$ cat src/sbs_regs.svh
// constants of the synchronous burst memory front end: reset values, field positions, widths
// assumes inclusion by the front-end module only; definitions, no logic
`ifndef SBS_REGS_SVH
`define SBS_REGS_SVH
`define SBS_CNT_W 2
`define SBS_CNT_RST 2'h0
`define SBS_LOW_LSB 0
`define SBS_ORDER_LINEAR 1'b0
`define SBS_ORDER_RST 1'b1
`define SBS_STEP_ONE 2'h1
`endif

$ cat src/sbs_pkg.sv
// types shared by the burst memory front end
// assumes the constants header is included by the module that uses these types
package sbs_pkg;
   // access state, gray coded along idle -> first -> burst
   typedef enum logic [1:0] {
      SBS_IDLE  = 2'h0, // deselected
      SBS_FIRST = 2'h1, // first clock after a selecting load out of deselect
      SBS_BURST = 2'h3  // selected, later clocks
   } sbs_state_e;
endpackage : sbs_pkg

$ cat src/sbs_front_end.sv
// synchronous control front end of a flow-through burst static memory
// assumes the array sits outside: async read at mem_addr, write one clock after the request edge
`timescale 1ns/1ps
`include "sbs_regs.svh"
module sbs_front_end #(
   parameter int ADDR_W = 19, // total word address width, low two bits included
   parameter int LANES = 4,   // byte lanes
   parameter int LANE_W = 8   // data bits per lane, parity pin extra
) (
   input wire logic clk,
   input wire logic rstn,
   input wire logic [ADDR_W-3:0] addr_upper,
   input wire logic addr_bit_zero,
   input wire logic addr_bit_one,
   input wire logic cpu_addr_strobe_n,
   input wire logic ctrl_addr_strobe_n,
   input wire logic burst_step_n,
   input wire logic select_primary_n,
   input wire logic select_expand_high,
   input wire logic select_expand_low_n,
   input wire logic lane_write_sel_a_n,
   input wire logic lane_write_sel_b_n,
   input wire logic lane_write_sel_c_n,
   input wire logic lane_write_sel_d_n,
   input wire logic lane_write_qualify_n,
   input wire logic all_lanes_write_n,
   input wire logic out_enable_n,
   input wire logic burst_order,
   input wire logic [LANES*LANE_W-1:0] dq_in,
   output logic [LANES*LANE_W-1:0] dq_out,
   output logic [LANES*LANE_W-1:0] dq_oe,
   input wire logic [LANES-1:0] parity_pins_in,
   output logic [LANES-1:0] parity_pins_out,
   output logic [LANES-1:0] parity_pins_oe,
   output logic [ADDR_W-1:0] mem_addr,
   input wire logic [LANES*(LANE_W+1)-1:0] mem_rdata,
   output logic [ADDR_W-1:0] mem_waddr,
   output logic [LANES-1:0] mem_wen,
   output logic [LANES*(LANE_W+1)-1:0] mem_wdata
);
   localparam int WORD_W = LANES * (LANE_W + 1); // lane data plus parity

   // whole module state in one packed record
   typedef struct packed {
      sbs_pkg::sbs_state_e st;          // selection / first-clock tracking
      logic [ADDR_W-3:0] addr_hi;       // captured upper address
      logic [`SBS_CNT_W-1:0] base;      // captured low bits
      logic [`SBS_CNT_W-1:0] step;      // beats advanced since load
      logic order;                      // burst order taken at load
      logic [LANES-1:0] wen;            // lane writes for the array
      logic [ADDR_W-1:0] waddr;         // write address for the array
      logic [WORD_W-1:0] wdata;         // write word for the array
      logic [WORD_W-1:0] rd;            // read word on the pins
   } sbs_state_s;

   sbs_state_s s_q; // registered state
   sbs_state_s s_d; // next state

   logic [LANES-1:0] lane_sel_n; // lane selects gathered, lane a at bit 0
   logic cpu_take;               // processor strobe accepted
   logic load;                   // a new external address is loaded
   logic chip_sel;               // all three selects active
   logic [`SBS_CNT_W-1:0] low_q; // low address bits of current beat
   logic [`SBS_CNT_W-1:0] low_d; // low address bits of next beat
   logic [LANES-1:0] wr_lanes;   // lanes written at this edge
   logic [WORD_W-1:0] pin_word;  // data pins packed lane by lane
   logic drive;                  // pins may drive

   assign lane_sel_n = {lane_write_sel_d_n, lane_write_sel_c_n, lane_write_sel_b_n, lane_write_sel_a_n};

   // processor strobe is blocked while the primary select is high
   assign cpu_take = !cpu_addr_strobe_n && !select_primary_n;
   // controller strobe only counts when the processor strobe is not low
   assign load = cpu_take || (!ctrl_addr_strobe_n && cpu_addr_strobe_n);
   assign chip_sel = !select_primary_n && select_expand_high && !select_expand_low_n;

   // wrapping order: add for linear, xor for interleaved; upper bits never touched
   function automatic logic [`SBS_CNT_W-1:0] beat_low(input logic ord, input logic [`SBS_CNT_W-1:0] b,
                                                      input logic [`SBS_CNT_W-1:0] k);
      logic [`SBS_CNT_W-1:0] r;
      r = (ord == `SBS_ORDER_LINEAR) ? `SBS_CNT_W'(b + k) : (b ^ k);
      return r;
   endfunction : beat_low

   assign low_q = beat_low(s_q.order, s_q.base, s_q.step);

   // lane selection for this edge; global write overrides lane selects
   always_comb begin
      if (!all_lanes_write_n) begin
         wr_lanes = {LANES{1'b1}};
      end else if (!lane_write_qualify_n) begin
         wr_lanes = ~lane_sel_n;
      end else begin
         wr_lanes = '0;
      end
   end

   // pack pins per lane: data bits then parity bit
   genvar gl;
   generate
      for (gl = 0; gl < LANES; gl++) begin : g_lane
         assign pin_word[gl*(LANE_W+1) +: LANE_W] = dq_in[gl*LANE_W +: LANE_W];
         assign pin_word[gl*(LANE_W+1) + LANE_W] = parity_pins_in[gl];
         // read word from flip-flops, enables shared per lane
         assign dq_out[gl*LANE_W +: LANE_W] = s_q.rd[gl*(LANE_W+1) +: LANE_W];
         assign parity_pins_out[gl] = s_q.rd[gl*(LANE_W+1) + LANE_W];
         assign dq_oe[gl*LANE_W +: LANE_W] = {LANE_W{drive}};
         assign parity_pins_oe[gl] = drive;
      end
   endgenerate

   // next-state logic; continuation edges sample the write and step inputs, selecting controller loads the write inputs, selects and address only on a load
   always_comb begin
      s_d = s_q;
      s_d.wen = '0; // write strobes last one clock
      low_d = low_q;
      if (load) begin
         // selects looked at only here, never during continuation
         if (chip_sel) begin
            s_d.addr_hi = addr_upper;
            s_d.base = {addr_bit_one, addr_bit_zero};
            s_d.step = `SBS_CNT_RST;
            s_d.order = burst_order;
            s_d.st = (s_q.st == sbs_pkg::SBS_IDLE) ? sbs_pkg::SBS_FIRST : sbs_pkg::SBS_BURST;
            low_d = {addr_bit_one, addr_bit_zero};
            // processor-strobe loads always start as reads
            if (!cpu_take) begin
               s_d.wen = wr_lanes;
            end
         end else begin
            s_d.st = sbs_pkg::SBS_IDLE; // deselect
         end
      end else if (s_q.st != sbs_pkg::SBS_IDLE) begin
         s_d.st = sbs_pkg::SBS_BURST; // first clock over
         s_d.wen = wr_lanes;
         // advance only on step low; wraps inside the group of four
         if (!burst_step_n) begin
            s_d.step = `SBS_CNT_W'(s_q.step + `SBS_STEP_ONE);
            low_d = beat_low(s_q.order, s_q.base, s_d.step);
         end
      end
      // write goes to the beat address that was just in force at this edge
      s_d.waddr = {s_d.addr_hi, load ? low_d : low_q};
      s_d.wdata = pin_word;
      s_d.rd = mem_rdata; // flow-through: array read at next address
   end

   assign mem_addr = {s_d.addr_hi, low_d};
   assign mem_waddr = s_q.waddr;
   assign mem_wen = s_q.wen;
   assign mem_wdata = s_q.wdata;

   // output enable is asynchronous; writes, deselect and the first clock force high impedance
   // write intent is taken from the pins so the bus is freed in the data phase itself
   assign drive = !out_enable_n
                  && (s_q.st == sbs_pkg::SBS_BURST)
                  && !(|wr_lanes);

   // single rising-edge register for all state; sync reset leaves device deselected
   always_ff @(posedge clk) begin
      if (!rstn) begin
         s_q <= '0;
         s_q.st <= sbs_pkg::SBS_IDLE;
         s_q.order <= `SBS_ORDER_RST;
      end else begin
         s_q <= s_d;
      end
   end
endmodule : sbs_front_end

$ cat config.mk
export PLATFORM = sky130hd
export DESIGN_NAME = sbs_front_end
export DESIGN_NICKNAME = d
export VERILOG_FILES = /design/src/sbs_pkg.sv /design/src/sbs_front_end.sv
export VERILOG_INCLUDE_DIRS = /design/src /design/src/src
export SDC_FILE = /design/constraint.sdc
export NUM_CORES = 1
export LEC_CHECK = 0
export BUFFER_PORTS_ARGS = -buffer_cell sky130_fd_sc_hd__buf_2
export CORE_ASPECT_RATIO = 1.4
export CORE_MARGIN = 2
export CORE_UTILIZATION = 39
export DETAILED_ROUTE_END_ITERATION = 10
export PLACE_DENSITY = 0.73
export SLEW_MARGIN = 20
export SYNTH_ARGS = -nofsm -noshare
export SYNTH_HDL_FRONTEND = slang
export SYNTH_SLANG_ARGS = --single-unit
$ cat constraint.sdc
create_clock -name clk -period 9.4 [get_ports clk]
set_input_delay 2.82 -clock clk [delete_from_list [all_inputs] [get_ports clk]]
set_output_delay 2.82 -clock clk [all_outputs]
set_load 0.01 [all_outputs]
Word level (Yosys, flattened, before mapping):

Index checks and enable logic that the tools add are counted.

* register bits: 119
* output and inout port bits: 150

* $add $sub $neg: 3
* eq/ne operators: 3
* mux-type cells: 21
* bitwise operators: 3
* reductions and logical operators: 19

Operator list (count)
* $mux W2: 14
* $mux W26: 1
* $mux W4: 5
* $mux W19: 1
* $logic_and A1 B1 Y1: 6
* $logic_not A1 Y1: 6
* $add A2 B2 Y2: 2
* $ne A2 B1 Y1 const B: 2
* $not A4 Y4: 1
* $reduce_bool A2 Y1: 2
* $reduce_or A4 Y1: 1
* $xor A2 B2 Y2: 2
* $reduce_and A3 Y1: 1
* $add A2 B1 Y2 const B: 1
* $eq A2 B2 Y1 const B: 1
* $logic_not A2 Y1: 1
* $reduce_and A2 Y1: 1
* $logic_or A1 B1 Y1: 1

Logic depth before layout (Yosys ltp):

Gate-level depths: netlist of run 1.

* depth in word-level cells: 7
* mapped depth: 6
* gate-level depth less buffers: 6

Worst setup path before layout of run 1:

OpenSTA, ideal clock, no wires.

* kind: input port to output port
* start point: input port lane_write_qualify_n
* end point: output port dq_oe[0]
* data arrival time: 5.972 ns
* required time: 6.580 ns
* slack: 0.608 ns
* stages on the path: 3
* path through: o21ai_0 -> nor4_1 -> buf_4

* word-level cells in the longest chain between the ends: 5

Ends and longest elaborated chain
* from (decl): RTL line sbs_front_end.sv:25 `input wire logic lane_write_qualify_n,`
* $mux W4: RTL line sbs_front_end.sv:91 `end else if (!lane_write_qualify_n) begin`
* $mux W4: RTL line sbs_front_end.sv:89 `if (!all_lanes_write_n) begin`
* $reduce_or A4 Y1: RTL line sbs_front_end.sv:157 `&& !(|wr_lanes);`
* $logic_not A1 Y1: RTL line sbs_front_end.sv:157
* $logic_and A1 B1 Y1: RTL line sbs_front_end.sv:157
* to (decl): RTL line sbs_front_end.sv:31 `output logic [LANES*LANE_W-1:0] dq_oe,`

No other way between the ends.

Final worst setup path of run 1:

* start point: input port select_primary_n
* end point: output port mem_addr[18]

* word-level cells in the longest chain between the ends: 5
* elaborated cells on any way between the ends: 7
* those cells by class: 2 x mux; 5 x reduce/logical

Ends and longest elaborated chain
* from (decl): RTL line sbs_front_end.sv:18 `input wire logic select_primary_n,`
* $logic_not A1 Y1 *: RTL line sbs_front_end.sv:72, sbs_front_end.sv:75
* $logic_and A1 B1 Y1 (2 in a row): RTL line sbs_front_end.sv:75 `assign chip_sel = !select_primary_n && select_expand_high && !select_expand_low_n;`
* $mux W26: RTL line sbs_front_end.sv:119 `if (chip_sel) begin`
* $mux W19 *: RTL line sbs_front_end.sv:117 `if (load) begin`
* to (decl): RTL line sbs_front_end.sv:35 `output logic [ADDR_W-1:0] mem_addr,`

Mark *: on every way between the ends. The rest lies on a longest branch, timed or not. The select of a mux whose other input is x is not followed.

==> flow_metrics.tcl, run 1 <==
set metrics [dict create \
    outcome "finished, final reports clean" \
    cp-start-kind "input port" \
    peakVddDrop_mv 0.0818 \
    p_int_uw 689 \
    core_area_mm2 0.0112 \
    place_hpwl_um 6650 \
    cts_tree "yes" \
    grt_setup_unrepaired "false" \
    ys.flop_type "dfxtp_1" \
    worst_hold_path_type "reg2reg" \
    yosys.area.top_type_share_pct 46.2 \
    die_height_um 130 \
    switching_share_pct 24.6 \
    netSwitchingPower_uw 224 \
    synthArstFlopShare_pct 0 \
    numCtsBuffers 9 \
    n_fill_cell 1098 \
    cp.depth 5 \
    grt_pass1_vias 2593 \
    yosysTopAreaCell "dfxtp_1" \
    cp_slowest_cell "and2_4" \
    yosysMostFrequentCell "buf_4" \
    setup_viol 0 \
    p_per_area_mw_per_mm2 182 \
    path_clk_slew_ns 0.07 \
    holdCritStartpoint "s_q[98]$_SDFFE_PN0P_" \
    crit_type "in2out" \
    syn_inst 431 \
    nNetsFinal 649 \
    antenna_found_initial 0 \
    rows 46 \
    slew_violations 0 \
    crit_top_cell "buf_2" \
    initial_core_util_pct 39.6 \
    p_clk_share_pct 39.7 \
    post-route-min-period_ns 6.98 \
    drive_gt1_share_pct 54.3 \
    clk_latency_ns 0.34 \
    clock_skew_ns 0.00395 \
    area_delta_synth_final_pct 13.7 \
    cts.sink_count 102 \
    synth-seq-cells 102 \
    reg2regPathDepth 5 \
    cts.repair.resized 0 \
    grt-ovfl-total 0 \
    grt.total_usage_pct 13.1 \
    io_pins 257 \
    wire_per_inst_um 12.5 \
    cts_hold_buf 0 \
    hold_viol_final 0 \
    worstPathArrival_ns 4.16 \
    grt_pass1_wl_um 12300 \
    syn-cell-area_mm2 0.00442 \
    critPathMaxStageDelay_ns 0.44 \
    ys_top_cells_by_count "buf_4 (148), dfxtp_1 (102), and2_1 (93), mux2_4 (16), nand2_1 (13)" \
    crit_buf_inv 2 \
    hold_ws_ns 0.486 \
    n_antenna_cell 0 \
    holdPathStages 2 \
    cts_max_level 3 \
    drv_cap 0 \
    avgSynthCellArea_um2 10.2 \
    drc 0 \
    ys_seq_area_share_pct 46.2 \
    grt_max_degree 94 \
    seqPwrFrac_pct 50.1 \
    dieArea_mm2 0.0122 \
    path_cells "buf_2 -> nor3b_2 -> and2_4 -> mux2_1 -> buf_2" \
    crit_path_end_kind "primary output" \
    cts.path.max_buffers 2 \
    ant_nets 0 \
    r2r_start "s_q[96]$_SDFFE_PN0P_" \
    combPwrFrac_pct 10.2 \
    ys_types 34 \
    critPathMaxFanout 21 \
    portBuffers 256 \
    finalWirelength_um 8620 \
    synth_nets 540 \
    p_leak_uw 0.00269 \
    fmax_ghz 0.143 \
    synth_edf_count 0 \
    yosys_warnings 0 \
    gp_congestion 0.796 \
    worstPathRequired_ns 6.58 \
    die_w_um 93.9 \
    cts-root-buf "clkbuf_16" \
    period_share_pct 74.3 \
    cp_top_family "simple AND/OR/NAND/NOR gates" \
    cp-startpoint "select_primary_n" \
    fin_setup_tns_ns 0 \
    worstMarginPinSlew_ns 0.675 \
    yosys-top-cells-area "dfxtp_1 (46%), buf_4 (25%), and2_1 (13%), mux2_4 (5.4%), nand2_1 (1.1%)" \
    cts_setup_buffers 0 \
    vias 2833 \
    via_per_inst 4.11 \
    dr.pass1.iters 6 \
    first_iter_violations 32 \
    slew_headroom_pct 55.0 \
]
## worst register-to-register path, delay by kind of cell (launching register included)
family | cells | cell delay, ns
flip-flops | 1 | 0.41
AND/OR/NAND/NOR | 2 | 0.24
XOR/XNOR | 1 | 0.18
adder cells (fa/ha/maj) | 1 | 0.16
AO/OA/AOI/OAI | 1 | 0.16
## path summary, 6_finish.rpt
kind,end,slack [ns]
worst max register to register,mem_waddr[1]$_SDFF_PN0_,8.17
worst max-delay path,mem_addr[18],2.42
worst min register to register,s_q[98]$_SDFFE_PN0P_,0.49
worst min-delay path,s_q[98]$_SDFFE_PN0P_,0.49
## cell usage in the layout (no fill, tap or decap), drive strengths merged
cell type | Yosys | layout
o21ai | 5 | 5
and2 | 94 | 94
nand2 | 13 | 13
nor3 | 4 | 4
a211oi | 2 | 2
nor2 | 4 | 4
xnor2 | 2 | 2
o22ai | 1 | 1
a21oi | 7 | 7
or3 | 1 | 1
nor3b | 1 | 1
clkbuf | 10 | 9
o21a | 1 | 1
buf | 150 | 258
xnor3 | 1 | 1
o311ai | 1 | 1
ha | 2 | 2
clkinv | 0 | 4
nand3 | 1 | 1
mux2 | 17 | 17
dfxtp | 102 | 102
inv | 3 | 6
nor2b | 3 | 3
mux2i | 1 | 1
nor4 | 2 | 2
o211ai | 1 | 1
or2 | 1 | 1
a31oi | 1 | 1
## state kept, by name, summed over array words and instances, names as in the netlist
register         cells
mem_wdata           36
dq_out              32
parity_pins_out      4
mem_waddr            2
mem_wen              4
s_q                 24
## layer usage
layer  vias to the layer above  wire length (um)  track usage (%)
li1                       1418                 -                -
met1                      1266              3140             13.6
met2                       130              4610             23.5
met3                        19               655             3.98
met4                         0               212             6.65
met5                         -                 0                0
## power by group through the flow
stage                     registers (uW)  clock network (uW)  logic (uW)
after global routing                 460                 399         103
after global placement               467                   0        91.6
after detailed placement             468                   0        94.6
after CTS                            458                 376        94.9
after floorplan                      467                   0        74.9
final                                457                 363        93.2
## logic make-up after synthesis
kind of cell    count (synthesis)  synth area share [%]
buf+inv                       163                  26.9
mux                            18                  5.92
compound gates                 19                  2.63
fa+ha+maj                       2                 0.566
simple gates                  124                  16.7
xor+xnor                        3                  1.08
flops                         102                  46.2
## cell type report
class                   instances  area (um^2)  share of cell area [%]
clock buffers                   9          225                    4.48
clock inverters                 7         73.8                    1.47
inverters                       3         11.3                   0.224
multi-input cells             166         1190                    23.8
flip-flops and latches        102         2040                    40.6
well taps                     144          180                    3.59
repair buffers                258         1300                    25.8
## stage by stage
| step | area (um^2) | util (%) | cells | setup WS (ns) | total power [uW] |
|---|---|---|---|---|---|
| 2_1_floorplan | 4420 | - | 431 | 0.608 | 542 |
| 3_3_place_gp | 4720 | 42.3 | 673 | 2.43 | 559 |
| 3_5_place_dp | 4720 | 42.3 | 673 | 2.39 | 562 |
| 4_1_cts | 5020 | 45.0 | 689 | 2.39 | 929 |
| 5_1_grt | 5020 | 45.0 | 689 | 2.34 | 961 |
| 6_report | 5020 | 45.0 | 689 | 2.42 | 913 |
(Power assumes the default switching activity.)
==> inputs of run 2 (changes only) <==
--- a/config.mk
+++ b/config.mk
@@ -6,12 +6,13 @@
 export SDC_FILE = /design/constraint.sdc
 export NUM_CORES = 1
 export LEC_CHECK = 0
+export ABC_AREA = 1
 export BUFFER_PORTS_ARGS = -buffer_cell sky130_fd_sc_hd__buf_2
 export CORE_ASPECT_RATIO = 1.4
 export CORE_MARGIN = 2
 export CORE_UTILIZATION = 39
 export DETAILED_ROUTE_END_ITERATION = 10
-export PLACE_DENSITY = 0.73
+export PLACE_DENSITY = 0.72
 export SLEW_MARGIN = 20
 export SYNTH_ARGS = -nofsm -noshare
 export SYNTH_HDL_FRONTEND = slang
==> constraint.sdc (replaced) <==
create_clock -name clk -period 6.7 [get_ports clk]
set_input_delay 2.01 -clock clk [delete_from_list [all_inputs] [get_ports clk]]
set_output_delay 2.01 -clock clk [all_outputs]
set_load 0.01 [all_outputs]
==> flow_metrics.tcl, run 2 <==
set metrics [dict create \
    outcome "finished, final reports clean" \
    switching_share_pct 25.0 \
    cp-start-kind "input port" \
    cts.sink_count 102 \
    drive_gt1_share_pct 45.6 \
    maxUsedRoutingLayer "met4" \
    setup_viol 0 \
    grt_max_degree 78 \
    portBuffers 256 \
    die_height_um 132 \
    drc 0 \
    avgSynthCellArea_um2 8.11 \
    p_leak_uw 0.00344 \
    cp_slowest_cell "nor3_2" \
    crit_top_cell "buf_2" \
    hold_viol_final 0 \
    p_per_area_mw_per_mm2 257 \
    met1_length_um 3110 \
    crit_path_end_kind "primary output" \
    dr.pass1.iters 4 \
    yosysTopAreaCell "dfxtp_1" \
    io_pins 257 \
    layout_commonest_cell "buf_2" \
    ys_seq_area_share_pct 44.6 \
    largest_register_ffs 36 \
    period_share_pct 81.4 \
    cts.repair.resized 0 \
    slew_violations 0 \
    critPathMaxFanout 19 \
    numCtsBuffers 9 \
    crit_buf_inv 4 \
    finalWirelength_um 8850 \
    clk_latency_ns 0.34 \
    multiInputGateArea_um2 968 \
    n_antenna_cell 0 \
    syn-cell-area_mm2 0.00458 \
    critPathMaxStageDelay_ns 0.55 \
    final_cell_mix "buf_2 (256), nand2_1 (103), dfxtp_1 (102)" \
    first_iter_violations 38 \
    synth_edf_count 0 \
    synth-seq-cells 102 \
    crit_type "in2out" \
    wire_per_inst_um 10.8 \
    peakVddDrop_mv 0.151 \
    cts_hold_buf 0 \
    met2WireLength_um 4760 \
    yosys-top-cells-area "dfxtp_1 (45%), buf_4 (24%), nand2_1 (8.4%), inv_1 (8.0%), o21ai_2 (3.2%)" \
    die_w_um 95.6 \
    netSwitchingPower_uw 334 \
    fmax_ghz 0.183 \
    n_fill_cell 1175 \
    nNetsFinal 782 \
    cts-root-buf "clkbuf_16" \
    cts_setup_buffers 0 \
    fin_ws_ns 1.24 \
    grt_setup_unrepaired "false" \
    cts_max_level 3 \
    ys_top_cells_by_count "buf_4 (149), nand2_1 (103), dfxtp_1 (102), inv_1 (98), nor2_1 (26)" \
    combPwrFrac_pct 11.3 \
    dieArea_mm2 0.0126 \
    regArea_mm2 0.00204 \
    antenna_found_initial 0 \
    initial_core_util_pct 40.2 \
    worstPathRequired_ns 4.69 \
    fin_setup_tns_ns 0 \
    worstMarginPinSlew_ns 0.802 \
    wl_met3_um 774 \
    area_delta_synth_final_pct 13.4 \
    cts.path.max_buffers 2 \
    synthArstFlopShare_pct 0 \
    seqPwrFrac_pct 48.2 \
    grt_pass1_vias 2930 \
    core_area_mm2 0.0114 \
    place_hpwl_um 6830 \
    drv_cap 0 \
    yosys.area.top_type_share_pct 44.6 \
    yosys_warnings 0 \
    rows 46 \
    worst_hold_path_type "reg2reg" \
    ant_nets 0 \
    synth_nets 674 \
    p_int_uw 1000 \
    grt-ovfl-total 0 \
    cts_tree "yes" \
    syn_inst 565 \
    gp_congestion 0.743 \
    ys.flop_type "dfxtp_1" \
    path_cells "buf_2 -> inv_1 -> nor2_1 -> nand4_1 -> nor3_2 -> buf_4 -> buf_2" \
    post-route-min-period_ns 5.46 \
    vias 3256 \
    path_clk_slew_ns 0.07 \
    clock_skew_ns 0.00978 \
    dpl_worst_slack_ns 1.19 \
    cp_top_family "simple AND/OR/NAND/NOR gates" \
    yosysMostFrequentCell "buf_4" \
    via_per_inst 3.96 \
    grt.total_usage_pct 13.4 \
    ys_types 25 \
    grt_pass1_wl_um 13100 \
    worstPathArrival_ns 3.45 \
    r2r_slack_ns 5.55 \
    slew_headroom_pct 46.5 \
    p_clk_share_pct 40.5 \
]
==> run 2: cell count changes after synthesis, sizes merged, moves of 3 or more <==
cell | before | now
and2 | 94 | 1
buf | 150 | 158
clkbuf | 10 | 4
inv | 3 | 103
mux2 | 17 | 0
nand2 | 13 | 105
nand3 | 1 | 10
nor2 | 4 | 33
nor2b | 3 | 0
o21ai | 5 | 20
or2 | 1 | 17
==> run 2: area by class of cell <==
type / count / share of cell area [%]
clock buffers: 9 / 4.33
clock inverters: 7 / 1.73
multi-input cells: 198 / 18.6
well taps: 144 / 3.47
inverters: 103 / 7.44
repair buffers: 259 / 25.1
flip-flops and latches: 102 / 39.3
==> run 2: cell families (layout without fill, tap and decap cells) <==
group	count (synthesis)	after routing	share of synthesized area (%)
buf+inv	265	378	34.4
simple gates	169	169	16.0
flops	102	102	44.6
compound gates	27	27	4.45
fa+ha+maj	2	2	0.546
==> run 2: path summary, 6_finish.rpt <==
path	start	to	cells after the start
worst max-delay path	all_lanes_write_n	dq_oe[4]	7
worst min-delay path	s_q[98]$_SDFFE_PN0P_	s_q[98]$_SDFFE_PN0P_	2
worst max register to register	s_q[96]$_SDFFE_PN0P_	mem_waddr[1]$_SDFF_PN0_	7
worst min register to register	s_q[98]$_SDFFE_PN0P_	s_q[98]$_SDFFE_PN0P_	2
==> run 2: power by group through the flow <==
stage          registers [uW]  logic, uW  clock network [uW]
2_1_floorplan             657        123                   0
3_3_place_gp              657        150                   0
3_5_place_dp              658        152                   0
4_1_cts                   644        153                 562
5_1_grt                   647        169                 588
6_report                  644        150                 542
==> run 2: metal layers <==
metal	up-vias	global-route usage (%)
met2	143	25.8
met1	1396	12.7
met3	15	3.83
met5	-	0
li1	1702	-
met4	0	5.63
==> run 2: worst register-to-register path: stages (launching register included) <==
cell	delay [ns]
dfxtp_1	0.35
ha_1	0.22
nand2_1	0.08
nand3_1	0.10
nand3_1	0.11
nand3_1	0.09
nand2_1	0.07
inv_1	0.04
==> run 2: through the flow <==
step                      hold WS (ns)  cell area (um^2)  utilization, %  power, uW  instances
after detailed placement         0.490              4880            42.8        810        806
after global routing             0.503              5200            45.6       1400        822
final                            0.502              5200            45.6       1340        822
after global placement           0.481              4880            42.8        807        806
after floorplan                  0.459              4580               -        780        565
after CTS                        0.501              5200            45.6       1360        822
==> inputs of run 3 (changes only) <==
--- a/config.mk
+++ b/config.mk
@@ -6,13 +6,13 @@
 export SDC_FILE = /design/constraint.sdc
 export NUM_CORES = 1
 export LEC_CHECK = 0
-export ABC_AREA = 1
+export ABC_AREA = 0
 export BUFFER_PORTS_ARGS = -buffer_cell sky130_fd_sc_hd__buf_2
 export CORE_ASPECT_RATIO = 1.4
 export CORE_MARGIN = 2
 export CORE_UTILIZATION = 39
 export DETAILED_ROUTE_END_ITERATION = 10
-export PLACE_DENSITY = 0.72
+export PLACE_DENSITY = 0.73
 export SLEW_MARGIN = 20
 export SYNTH_ARGS = -nofsm -noshare
 export SYNTH_HDL_FRONTEND = slang
==> constraint.sdc (replaced) <==
create_clock -name clk -period 5.25 [get_ports clk]
set_input_delay 1.575 -clock clk [delete_from_list [all_inputs] [get_ports clk]]
set_output_delay 1.575 -clock clk [all_outputs]
set_load 0.01 [all_outputs]
==> flow_metrics.tcl, run 3 (synthesis results as in run 1) <==
set metrics [dict create \
    worstPathArrival_ns 2.94 \
    gp_congestion 0.783 \
    cts.path.max_buffers 2 \
    area_delta_synth_final_pct 13.8 \
    worstMarginPinSlew_ns 0.659 \
    design_area_mm2 0.00503 \
    drc 0 \
    p_per_area_mw_per_mm2 323 \
    initial_core_util_pct 39.6 \
    numCtsBuffers 9 \
    ant_nets 0 \
    critPathMaxFanout 21 \
    die_height_um 130 \
    grt_pass1_vias 2723 \
    cts_max_level 3 \
    core_area_mm2 0.0112 \
    drive_gt1_share_pct 54.3 \
    n_fill_cell 1082 \
    crit_buf_inv 2 \
    peakVddDrop_mv 0.173 \
    critPathMaxStageDelay_ns 0.47 \
    met1_usage_pct 12.2 \
    io_pins 257 \
    post-route-min-period_ns 4.52 \
    grt.total_usage_pct 13.3 \
    clock_skew_ns 0.00505 \
    crit_path_end_kind "primary output" \
    antenna_found_initial 0 \
    grt_setup_unrepaired "false" \
    drv_cap 0 \
    rows 46 \
    cp_slowest_cell "and2_4" \
    die_w_um 93.9 \
    p_leak_uw 0.00269 \
    clk_latency_ns 0.33 \
    finalWirelength_um 8860 \
    final_cell_mix "buf_2 (255), dfxtp_1 (102), and2_1 (93)" \
    first_iter_violations 36 \
    hold_viol_final 0 \
    slew_headroom_pct 56.1 \
    portBuffers 256 \
    worstPathRequired_ns 3.68 \
    cts-root-buf "clkbuf_16" \
    cts.sink_count 102 \
    grt_max_degree 94 \
    grt_pass1_wl_um 12600 \
    fmax_ghz 0.221 \
    crit_type "in2out" \
    cts_setup_buffers 0 \
    crit_top_cell "buf_2" \
    total_power_uw 1630 \
    wire_per_inst_um 12.9 \
    dr.pass1.iters 4 \
    outcome "finished, final reports clean" \
    place_hpwl_um 6910 \
    met3_usage_pct 3.81 \
    vias 2872 \
    fin_setup_tns_ns 0 \
    cp_top_family "simple AND/OR/NAND/NOR gates" \
    setup_viol 0 \
    cp-start-kind "input port" \
    via_per_inst 4.17 \
    path_clk_slew_ns 0.06 \
    dpl_cell_area_mm2 0.00473 \
    cts_tree "yes" \
    largest_register_ffs 36 \
    met2_usage_pct 26.6 \
    worst_hold_path_type "reg2reg" \
    slew_violations 0 \
    path_cells "buf_2 -> nor3b_2 -> and2_4 -> mux2_1 -> buf_2" \
    layout_commonest_cell "buf_2" \
    cts.repair.resized 0 \
    n_antenna_cell 0 \
    grt-ovfl-total 0 \
    cts_hold_buf 0 \
    period_share_pct 86.1 \
    nNetsFinal 649 \
    dieArea_mm2 0.0122 \
    busiest_layer "met2" \
]
[run 3: cell type report]
class	count	area, um^2	share of cell area (%)
Sequential cell	102	2040	40.6
Timing Repair Buffer	258	1300	25.8
Multi-Input combinational cell	166	1200	23.9
Clock buffer	10	239	4.75
Tap cell	144	180	3.58
Clock inverter	6	52.6	1.05
Inverter	3	11.3	0.224
[run 3: worst register-to-register path, stage by stage (launching register included)]
cell	delay [ns]
dfxtp_1	0.35
ha_1	0.20
nor2b_1	0.14
xnor2_1	0.23
nand2_1	0.08
a21oi_1	0.18
[run 3: power by group]
group,switching (uW),leakage [uW],internal [uW],total (uW)
clock network,294,0.000143,343,637
registers,10.3,0.000843,810,820
logic,81.2,0.00170,87.7,169
[run 3: path summary, 6_finish.rpt]
| check | slack [ns] | end | depth (start not counted) | start |
|---|---|---|---|---|
| setup / recovery | 0.73 | mem_addr[18] | 5 | select_primary_n |
| hold / removal | 0.49 | s_q[98]$_SDFFE_PN0P_ | 2 | s_q[98]$_SDFFE_PN0P_ |
| setup reg to reg | 3.98 | mem_waddr[1]$_SDFF_PN0_ | 5 | s_q[96]$_SDFFE_PN0P_ |
| hold reg to reg | 0.49 | s_q[98]$_SDFFE_PN0P_ | 2 | s_q[98]$_SDFFE_PN0P_ |
[run 3: metal layers]
layer | routed length (um) | share of wire, %
met1 | 2890 | 33
met2 | 5140 | 58
met3 | 698 | 7.9
met4 | 132 | 1.5
met5 | 0 | 0
[run 3: through the flow]
step | instances | worst slack (ns) | utilization [%] | hold slack (ns)
after floorplan | 431 | 0.0748 | - | 0.457
after global placement | 673 | 0.748 | 42.4 | 0.467
after detailed placement | 673 | 0.695 | 42.4 | 0.484
after CTS | 689 | 0.702 | 45.0 | 0.492
after global routing | 689 | 0.637 | 45.0 | 0.509
final | 689 | 0.731 | 45.0 | 0.494
